<file path="src/logic/io_port_pkg.sv">
package io_port_pkg;

   // =========================================================================
   // port geometry
   localparam int unsigned PIN_COUNT   = 8;
   localparam int unsigned DM_WIDTH    = 3;

   // =========================================================================
   // drive modes
   localparam logic [2:0] DM_HIZ_ANALOG  = 3'h0;
   localparam logic [2:0] DM_HIZ_DIGITAL = 3'h1;
   localparam logic [2:0] DM_RES_PULLUP  = 3'h2;
   localparam logic [2:0] DM_RES_PULLDN  = 3'h3;
   localparam logic [2:0] DM_OD_LOW      = 3'h4;
   localparam logic [2:0] DM_STRONG      = 3'h6;

   // =========================================================================
   // reset values
   localparam logic [7:0] PIN_OUT_RESET  = 8'h00;
   localparam logic [7:0] STATUS_RESET   = 8'h00;
   localparam logic [7:0] DETECT_RESET   = 8'h00;

   // =========================================================================
   // timing: reset-release load of the stored per-port setting, in cycles
   localparam int unsigned LOAD_DELAY_CYCLES = 1;

   typedef enum logic [1:0] {
      EDGE_OFF     = 2'h0,
      EDGE_RISE    = 2'h1,
      EDGE_FALL    = 2'h2,
      EDGE_BOTH    = 2'h3
   } edge_mode_t;

   typedef struct packed {
      logic [7:0]               pin_out;
      logic [7:0][2:0]          drive_mode;
   } pin_cfg_t;

   typedef enum logic [2:0] {
      ST_HOLD  = 3'b001,
      ST_LOAD  = 3'b010,
      ST_RUN   = 3'b100
   } port_state_t;

endpackage

</file>
<file path="src/logic/port_interrupt_unit.sv">
`timescale 1ns/1ns
module port_interrupt_unit
   import io_port_pkg::*;
(
   input  wire logic                   clock,
   input  wire logic                   rst_n,
   input  wire logic [7:0]             pin_in,
   input  wire edge_mode_t [7:0]       edge_mode,
   input  wire logic [7:0]             status_clear,
   output logic [7:0]                  status,
   output logic                        irq
);

   typedef struct packed {
      logic [7:0] prev;
      logic [7:0] stat;
      logic       irq;
      logic       armed;
   } port_interrupt_unit_state_t;

   port_interrupt_unit_state_t s_q;
   port_interrupt_unit_state_t s_d;
   logic [7:0]  hit;

   // =========================================================================
   // edge detection, one per pin
   genvar g;
   generate
      for (g = 0; g < 8; g++) begin : g_pin
         always_comb begin
            // no events until the previous level has been sampled once after reset
            unique case (edge_mode[g])
               EDGE_RISE: hit[g] = s_q.armed & pin_in[g] & ~s_q.prev[g];
               EDGE_FALL: hit[g] = s_q.armed & ~pin_in[g] & s_q.prev[g];
               EDGE_BOTH: hit[g] = s_q.armed & (pin_in[g] ^ s_q.prev[g]);
               EDGE_OFF:  hit[g] = 1'b0;
            endcase
         end
      end
   endgenerate

   always_comb begin
      s_d      = s_q;
      s_d.prev = pin_in;
      s_d.armed = 1'b1;
      // set wins over clear
      s_d.stat = (s_q.stat & ~status_clear) | hit;
      s_d.irq  = |s_d.stat;
   end

   // no low-power gating: keeps running in every sleep mode
   always_ff @(posedge clock or negedge rst_n) begin
      if (!rst_n) begin
         s_q <= '0;
      end else begin
         s_q <= s_d;
      end
   end

   assign status = s_q.stat;
   assign irq    = s_q.irq;

   a_status_sets: assert property (@(posedge clock) disable iff (!rst_n)
      hit != 8'h00 |=> (status & $past(hit)) == $past(hit))
      else $error("status bit not set on pin event");
   a_irq_follows: assert property (@(posedge clock) disable iff (!rst_n)
      (status != 8'h00) |-> irq)
      else $error("interrupt request missing with status set");
   a_edge_off: assert property (@(posedge clock) disable iff (!rst_n)
      (edge_mode[0] == EDGE_OFF) |-> !hit[0])
      else $error("disabled pin raised an event");

endmodule

</file>
<file path="src/logic/io_port_reset_lowpower_ctrl.sv">
`timescale 1ns/1ns
module io_port_reset_lowpower_ctrl
   import io_port_pkg::*;
(
   input  wire logic                   clock,
   input  wire logic                   reset_n,
   input  wire logic                   nv_pull_up,
   input  wire logic                   cfg_write,
   input  wire pin_cfg_t               cfg_data,
   input  wire edge_mode_t [7:0]       edge_mode,
   input  wire logic [7:0]             status_clear,
   input  wire logic                   low_power,
   input  wire logic                   i2c_match,
   input  wire logic                   i2c_on_special_pin,
   input  wire logic [7:0]             pin_in,
   input  wire logic                   scan_mode,
   input  wire logic                   scan_shift,
   input  wire logic                   scan_capture,
   input  wire logic                   scan_update,
   input  wire logic                   scan_in,
   output logic                        scan_out,
   output pin_cfg_t                    pin_cfg,
   output logic                        reset_pull_up,
   output logic [7:0]                  int_status,
   output logic                        port_irq,
   output logic                        wake
);

   typedef struct packed {
      port_state_t state;
      pin_cfg_t    cfg;
      pin_cfg_t    out;
      logic        pull_up;
      logic [7:0]  stat;
      logic        irq;
      logic        wake;
      logic [7:0]  bsr;
      logic [7:0]  bsr_upd;
      logic        sout;
   } top_state_t;

   top_state_t  s_q;
   top_state_t  s_d;
   logic [1:0]  rst_sync_q;
   logic        rst_n;
   logic [7:0]  port_interrupt_unit_status;
   logic        port_interrupt_unit_irq;

   // =========================================================================
   // reset release through two flip-flops
   always_ff @(posedge clock or negedge reset_n) begin
      if (!reset_n) begin
         rst_sync_q <= 2'b00;
      end else begin
         rst_sync_q <= {rst_sync_q[0], 1'b1};
      end
   end
   assign rst_n = rst_sync_q[1];

   port_interrupt_unit u_port_interrupt_unit (
      .clock        (clock),
      .rst_n        (rst_n),
      .pin_in       (pin_in),
      .edge_mode    (edge_mode),
      .status_clear (status_clear),
      .status       (port_interrupt_unit_status),
      .irq          (port_interrupt_unit_irq)
   );

   function automatic pin_cfg_t all_mode(input logic [2:0] m, input logic [7:0] o);
      pin_cfg_t c;
      c.pin_out = o;
      for (int i = 0; i < 8; i++) begin
         c.drive_mode[i] = m;
      end
      return c;
   endfunction

   // =========================================================================
   // configuration state machine
   always_comb begin
      s_d         = s_q;
      s_d.stat    = port_interrupt_unit_status;
      s_d.irq     = port_interrupt_unit_irq;
      // i2c match wakes only via the special pins
      s_d.wake    = low_power & (port_interrupt_unit_irq | (i2c_match & i2c_on_special_pin));
      unique case (s_q.state)
         ST_HOLD: begin
            s_d.state = ST_LOAD;
         end
         ST_LOAD: begin
            // stored setting applied without software
            s_d.pull_up = nv_pull_up;
            s_d.cfg     = all_mode(nv_pull_up ? DM_RES_PULLUP : DM_RES_PULLDN,
                                   nv_pull_up ? 8'hFF : PIN_OUT_RESET);
            s_d.state   = ST_RUN;
         end
         ST_RUN: begin
            if (cfg_write && !low_power) begin
               s_d.cfg = cfg_data;
            end
         end
      endcase
      // boundary scan register spans every pin
      if (scan_capture) begin
         s_d.bsr = pin_in;
      end else if (scan_shift) begin
         s_d.bsr = {scan_in, s_q.bsr[7:1]};
      end
      if (scan_update) begin
         s_d.bsr_upd = s_q.bsr;
      end
      s_d.sout = s_q.bsr[0];
      s_d.out  = scan_mode ? all_mode(DM_STRONG, s_d.bsr_upd) : s_d.cfg;
   end

   always_ff @(posedge clock or negedge rst_n) begin
      if (!rst_n) begin
         // every pin analog high-impedance while reset is held
         s_q         <= '0;
         s_q.state   <= ST_HOLD;
         s_q.cfg     <= all_mode(DM_HIZ_ANALOG, PIN_OUT_RESET);
         s_q.out     <= all_mode(DM_HIZ_ANALOG, PIN_OUT_RESET);
      end else begin
         s_q <= s_d;
      end
   end

   assign pin_cfg       = s_q.out;
   assign reset_pull_up = s_q.pull_up;
   assign int_status    = s_q.stat;
   assign port_irq      = s_q.irq;
   assign wake          = s_q.wake;
   assign scan_out      = s_q.sout;

   // =========================================================================
   // checks
   a_reset_hiz: assert property (@(posedge clock) disable iff (!rst_n)
      $rose(rst_n) |-> pin_cfg.drive_mode[0] == DM_HIZ_ANALOG)
      else $error("pin not high-z analog at reset release");
   a_nv_load: assert property (@(posedge clock) disable iff (!rst_n)
      s_q.state == ST_LOAD && !scan_mode |=> reset_pull_up == $past(nv_pull_up)
      && pin_cfg.drive_mode[0] == ($past(nv_pull_up) ? DM_RES_PULLUP : DM_RES_PULLDN))
      else $error("stored reset setting not loaded");
   a_sleep_hold: assert property (@(posedge clock) disable iff (!rst_n)
      low_power && s_q.state == ST_RUN && !scan_mode && !$past(scan_mode)
      |=> pin_cfg == $past(pin_cfg))
      else $error("pin state changed in low power");
   a_sleep_nowr: assert property (@(posedge clock) disable iff (!rst_n)
      low_power && cfg_write && s_q.state == ST_RUN |=> s_q.cfg == $past(s_q.cfg))
      else $error("configuration written in low power");
   a_cfg_write: assert property (@(posedge clock) disable iff (!rst_n)
      s_q.state == ST_RUN && cfg_write && !low_power |=> s_q.cfg == $past(cfg_data))
      else $error("configuration write not taken while awake");
   a_scan_drive: assert property (@(posedge clock) disable iff (!rst_n)
      scan_mode |=> pin_cfg.drive_mode[0] == DM_STRONG)
      else $error("scan mode did not drive the pins");
   a_wake_pin: assert property (@(posedge clock) disable iff (!rst_n)
      low_power && port_interrupt_unit_irq |=> wake)
      else $error("pin interrupt did not wake");
   a_i2c_wake: assert property (@(posedge clock) disable iff (!rst_n)
      low_power && i2c_match && !i2c_on_special_pin && !port_interrupt_unit_irq |=> !wake)
      else $error("i2c wake from ordinary pin");
   a_scan_shift: assert property (@(posedge clock) disable iff (!rst_n)
      scan_shift && !scan_capture ##1 1 |-> s_q.bsr[7] == $past(scan_in))
      else $error("scan chain did not shift");

endmodule

</file>
<file path="config.mk">
export PLATFORM = sky130hd
export DESIGN_NAME = io_port_reset_lowpower_ctrl
export DESIGN_NICKNAME = d
export VERILOG_FILES = /design/src/logic/io_port_pkg.sv /design/src/logic/port_interrupt_unit.sv /design/src/logic/io_port_reset_lowpower_ctrl.sv
export SDC_FILE = /design/constraint.sdc
export NUM_CORES = 1
export LEC_CHECK = 0
export ABC_AREA = 1
export BUFFER_PORTS_ARGS = -buffer_cell sky130_fd_sc_hd__buf_2
export CAP_MARGIN = 25
export CORE_MARGIN = 10
export CORE_UTILIZATION = 45
export CTS_BUF_LIST = sky130_fd_sc_hd__clkbuf_8
export DETAILED_ROUTE_END_ITERATION = 6
export PLACE_DENSITY = 0.69
export SLEW_MARGIN = 25
export SYNTH_ARGS = -nofsm -noshare
export SYNTH_HDL_FRONTEND = slang
export SYNTH_SLANG_ARGS = --single-unit
export TNS_END_PERCENT = 30
</file>
<file path="constraint.sdc">
create_clock -name clock -period 3.9 [get_ports clock]
set_input_delay 0.195 -clock clock [delete_from_list [all_inputs] [get_ports clock]]
set_output_delay 0.195 -clock clock [all_outputs]
set_load 0.01 [all_outputs]
</file>
* Word level (Yosys, flattened, before mapping)
Index checks and enable logic that the tools add are counted.
W data, S select, Z words.
** Word-level totals
- Register bits after elaboration :: 115
- Input port bits :: 76
- Logic and storage cells :: 158
** Cells by class
- Equal/unequal tests :: 27
- Multiplexer cells :: 17
- Bitwise operators :: 70
- Reduce and logical (&&, ||, !) cells :: 13
** Operator list (count)
- $mux W32 :: 2
- $pmux W32 S2 :: 1
- $and A1 B1 Y1 :: 42
- $eq A2 B2 Y1 const B :: 16
- $mux W8 :: 4
- $pmux W1 S4 :: 8
- $eq A2 B1 Y1 const B :: 8
- $logic_not A2 Y1 :: 8
- $not A1 Y1 :: 16
- $and A8 B8 Y8 :: 1
- $not A8 Y8 :: 1
- $or A8 B8 Y8 :: 1
- $reduce_or A8 Y1 :: 1
- $xor A1 B1 Y1 :: 8
- $pmux W3 S2 :: 1
- $reduce_bool A2 Y1 :: 2
- $eq A3 B1 Y1 const B :: 1
- $eq A3 B2 Y1 const B :: 1
- $eq A3 B3 Y1 const B :: 1
- $logic_and A1 B1 Y1 :: 1
- $logic_not A1 Y1 :: 1
- $mux W1 :: 1
- $or A1 B1 Y1 :: 1

* Depth between registers and ports, before layout
- Word-level depth :: 6
- Depth in mapped cells :: 9
- Mapped depth without buffers :: 9

* Hierarchy
From an unflattened synthesis, not the netlist that was laid out.
** Second synthesis, totals
- Cell total of the unflattened synthesis :: 575
- Area total of the unflattened synthesis :: 5163.7 µm²
** Modules (own cells, without submodules)
- io_port_reset_lowpower_ctrl :: times used 1, cells an instance 458, area each 4240.3 µm²
- port_interrupt_unit :: times used 1, cells an instance 117, area each 923.4 µm²

* Worst setup path after synthesis
Ideal clock, no wire load.
- Path kind :: reg2reg
- Start point :: register s_q[92] (netlist bit)
- End point :: register s_q (netlist bit pin_cfg[22])
- Library setup time :: 148 ps
- Arrival :: 1242 ps
- Slack :: 2510 ps
- Stages on the path, launching flop included :: 6
- Path buffers :: 2
- Period minus slack after synthesis :: 1390 ps
- Path through :: dfstp_2 nor2_1 nand2_1 buf_4 clkbuf_1 o2111ai_1
** RTL lines
- start, declared :: line io_port_reset_lowpower_ctrl.sv:42 : top_state_t s_q;

==> impl_metrics.env <==
export IMPL_fin_tns_setup_ns=0
export IMPL_syn_area_mm2=0.00497
export IMPL_routed_wl_um=11000
export IMPL_fmax_mhz=473
export IMPL_area_delta_synth_final_pct=19.0
export IMPL_gp_congestion=0.769
export IMPL_start_util_pct=45.9
export IMPL_crit_fanout=21
export IMPL_vias=3601
export IMPL_slew_violations=0
export IMPL_drt_iter0_drc=276
export IMPL_synth_cell_types=27
export IMPL_grt_usage_pct=14.4
export IMPL_clk_latency_ns=0.42
export IMPL_critPathRequiredTime_ns=4.25
export IMPL_viasPerCell=4.60
export IMPL_place_area_mm2=0.00537
export IMPL_netlist_instances=537
export IMPL_clk_pin_slew_ns=0.07
export IMPL_port_buffers=119
export IMPL_numCtsBuffers=17
export IMPL_finClkSkew_ns=0.0110
export IMPL_outcome="completed"
export IMPL_yosysWarnings=0
export IMPL_worstSetupEndpointType="flip-flop"
export IMPL_syn_area_per_cell_um2=9.26
export IMPL_finalHoldViolations=0
export IMPL_finalCoreUtilization_pct=54.6
export IMPL_min_period_ns=2.12
export IMPL_critPathLaunchType="flip-flop"
export IMPL_hpwlAfterDp_um=7990
export IMPL_cts_buffer_depth=2
export IMPL_coreArea_mm2=0.0108
export IMPL_fin_area_mm2=0.00592
export IMPL_period_share_pct=54.3
export IMPL_layout_commonest_cell="nand2_1"
export IMPL_power_density_mw_per_mm2=461
export IMPL_critPathArrivalTime_ns=2.46
export IMPL_rsz0062_at_grt="no"
export IMPL_seq_area_frac_synth_pct=57.9
export IMPL_drive_gt1_share_pct=26.7
export IMPL_power_leakage_nw=3.16
export IMPL_worst_slew_pin_slew_ns=0.982
export IMPL_maxSlewHeadroom_pct=34.3
export IMPL_drc_errors=0
export IMPL_ys_ff_latch=115
export IMPL_cts_root_buffer="clkbuf_8"
export IMPL_grt_pass1_wl_um=18700
export IMPL_htree_levels=4
export IMPL_grt_antenna_before_repair=0
export IMPL_min_path_type="in2reg"
export IMPL_drtPass1Iterations=4
export IMPL_cts_tree="done"
export IMPL_io_pins=120
export IMPL_ant_nets=0
export IMPL_cts_sinks=115
export IMPL_routedWlPerCell_um=14.0
export IMPL_dieArea_mm2=0.0157
export IMPL_ctsResizeCount=0
export IMPL_grt_max_degree=50
export IMPL_ir_worst_vdd_uv=240
export IMPL_final_setup_viol_count=0
export IMPL_grt_pass1_vias=3811
export IMPL_die_w_um=125
export IMPL_power_total_mw=2.72
export IMPL_cap_viol_max_count=0
export IMPL_final_cell_mix="141 x nand2_1, 119 x buf_2, 113 x dfrtp_1"
export IMPL_die_h_um=125
export IMPL_nets=704
export IMPL_overflow=0
export IMPL_crit_type="reg2reg"
export IMPL_num_rows=38
==> area by class of cell <==
class	count	area, um2
Antenna cell	1	2.50
Clock buffer	19	262
Clock inverter	13	183
Fill cell	986	4920
Inverter	90	338
Multi-Input combinational cell	271	1350
Sequential cell	115	2880
Tap cell	140	175
Timing Repair Buffer	133	726
==> report_power, final <==
group	leakage [nW]	switching (mW)	total [mW]	internal (mW)
registers	1.36	0.0346	1.30	1.26
logic	1.60	0.132	0.223	0.0917
clock network	0.202	0.479	1.21	0.727
total	3.16	0.645	2.72	2.08
==> final timing paths <==
kind / cells after the start / startpoint / end / slack, ns
max reg2reg: 8 / s_q[92] / pin_cfg[25] / 1.78
min in group asynchronous: 2 / reset_n / rst_sync_q[1] / 0.08
min reg2reg: 0 / rst_sync_q[1] / pin_cfg[3] / 0.32
max: 8 / s_q[92] / pin_cfg[25] / 1.78
max in group asynchronous: 1 / rst_sync_q[1] / s_q[92] / 2.62
min: 3 / low_power / wake / 0.03
==> registers in the layout (all words and copies together) (netlist names) <==
name,flops
s_q,50
pin_cfg,32
u_port_interrupt_unit.s_q,9
int_status,8
u_port_interrupt_unit.status,8
rst_sync_q,2
port_irq,1
reset_pull_up,1
s_d,1
scan_out,1
u_port_interrupt_unit.irq,1
wake,1
==> critical path, stage by stage (launching register included) <==
cell and delay, ns:
dfstp_2 0.58, nor2_1 0.07, nand2_1 0.49, inv_1 0.19
nor2_4 0.37, nand2_1 0.11, nand3_2 0.10, nand2_1 0.05
nand2_1 0.09
==> cell families (layout without fill, tap and decap cells) <==
family	count (synthesis)	count (layout)	synth area share [%]
muxes	1	1	0.227
and+or+nand+nor	192	192	16.6
AOI/OAI and AO/OA	76	76	10.1
other	1	3	0.0754
buffers and inverters	152	255	15.1
DFF	115	115	57.9
==> what timing repair did <==
action	CTS	global route
hold endpoints to repair	11	0
setup buffers	0	0
hold buffers	10	0
==> layer usage <==
| layer | track usage, % | vias to the layer above | part of all wire [%] |
|---|---|---|---|
| met3 | 4.52 | 10 | 4.9 |
| met4 | 5.28 | 0 | 1.2 |
| li1 | - | 1825 | - |
| met5 | 0 | - | 0 |
| met1 | 18.1 | 1685 | 44 |
| met2 | 22.7 | 81 | 50 |
==> Yosys cell counts <==
library cell	number	area share [%]
nand2_1	141	11
dfrtp_1	114	57
inv_1	89	6.7
buf_4	42	6.3
o211ai_1	32	4.8
nor2_1	19	1.4
nand3_1	17	1.7
o21ai_0	17	1.7
buf_2	10	1.0
a21oi_1	9	0.91
clkbuf_1	9	0.68
nand3_2	8	1.6
o2111ai_1	8	1.4
o22ai_1	8	1.0
nand4_1	2	0.25
a31oi_1	1	0.13
buf_6	1	0.23
conb_1	1	0.075
dfstp_2	1	0.53
inv_2	1	0.075
mux2_2	1	0.23
nand2_2	1	0.13
nor2_4	1	0.23
nor3_4	1	0.33
o21a_1	1	0.15
or2_1	1	0.13
or2_2	1	0.13
==> stage by stage <==
| step | hold WS (ns) | cells | setup slack [ns] |
|---|---|---|---|
| after detailed placement | -0.0185 | 739 | 1.77 |
| after CTS | 0.00291 | 781 | 1.76 |
| after global routing | 0.0241 | 781 | 1.56 |
| final | 0.0321 | 782 | 1.78 |
| after global placement | -0.0205 | 739 | 1.85 |
| after floorplan | -0.101 | 538 | 0.461 |
Note: power is estimated with default switching activity, not from simulation.
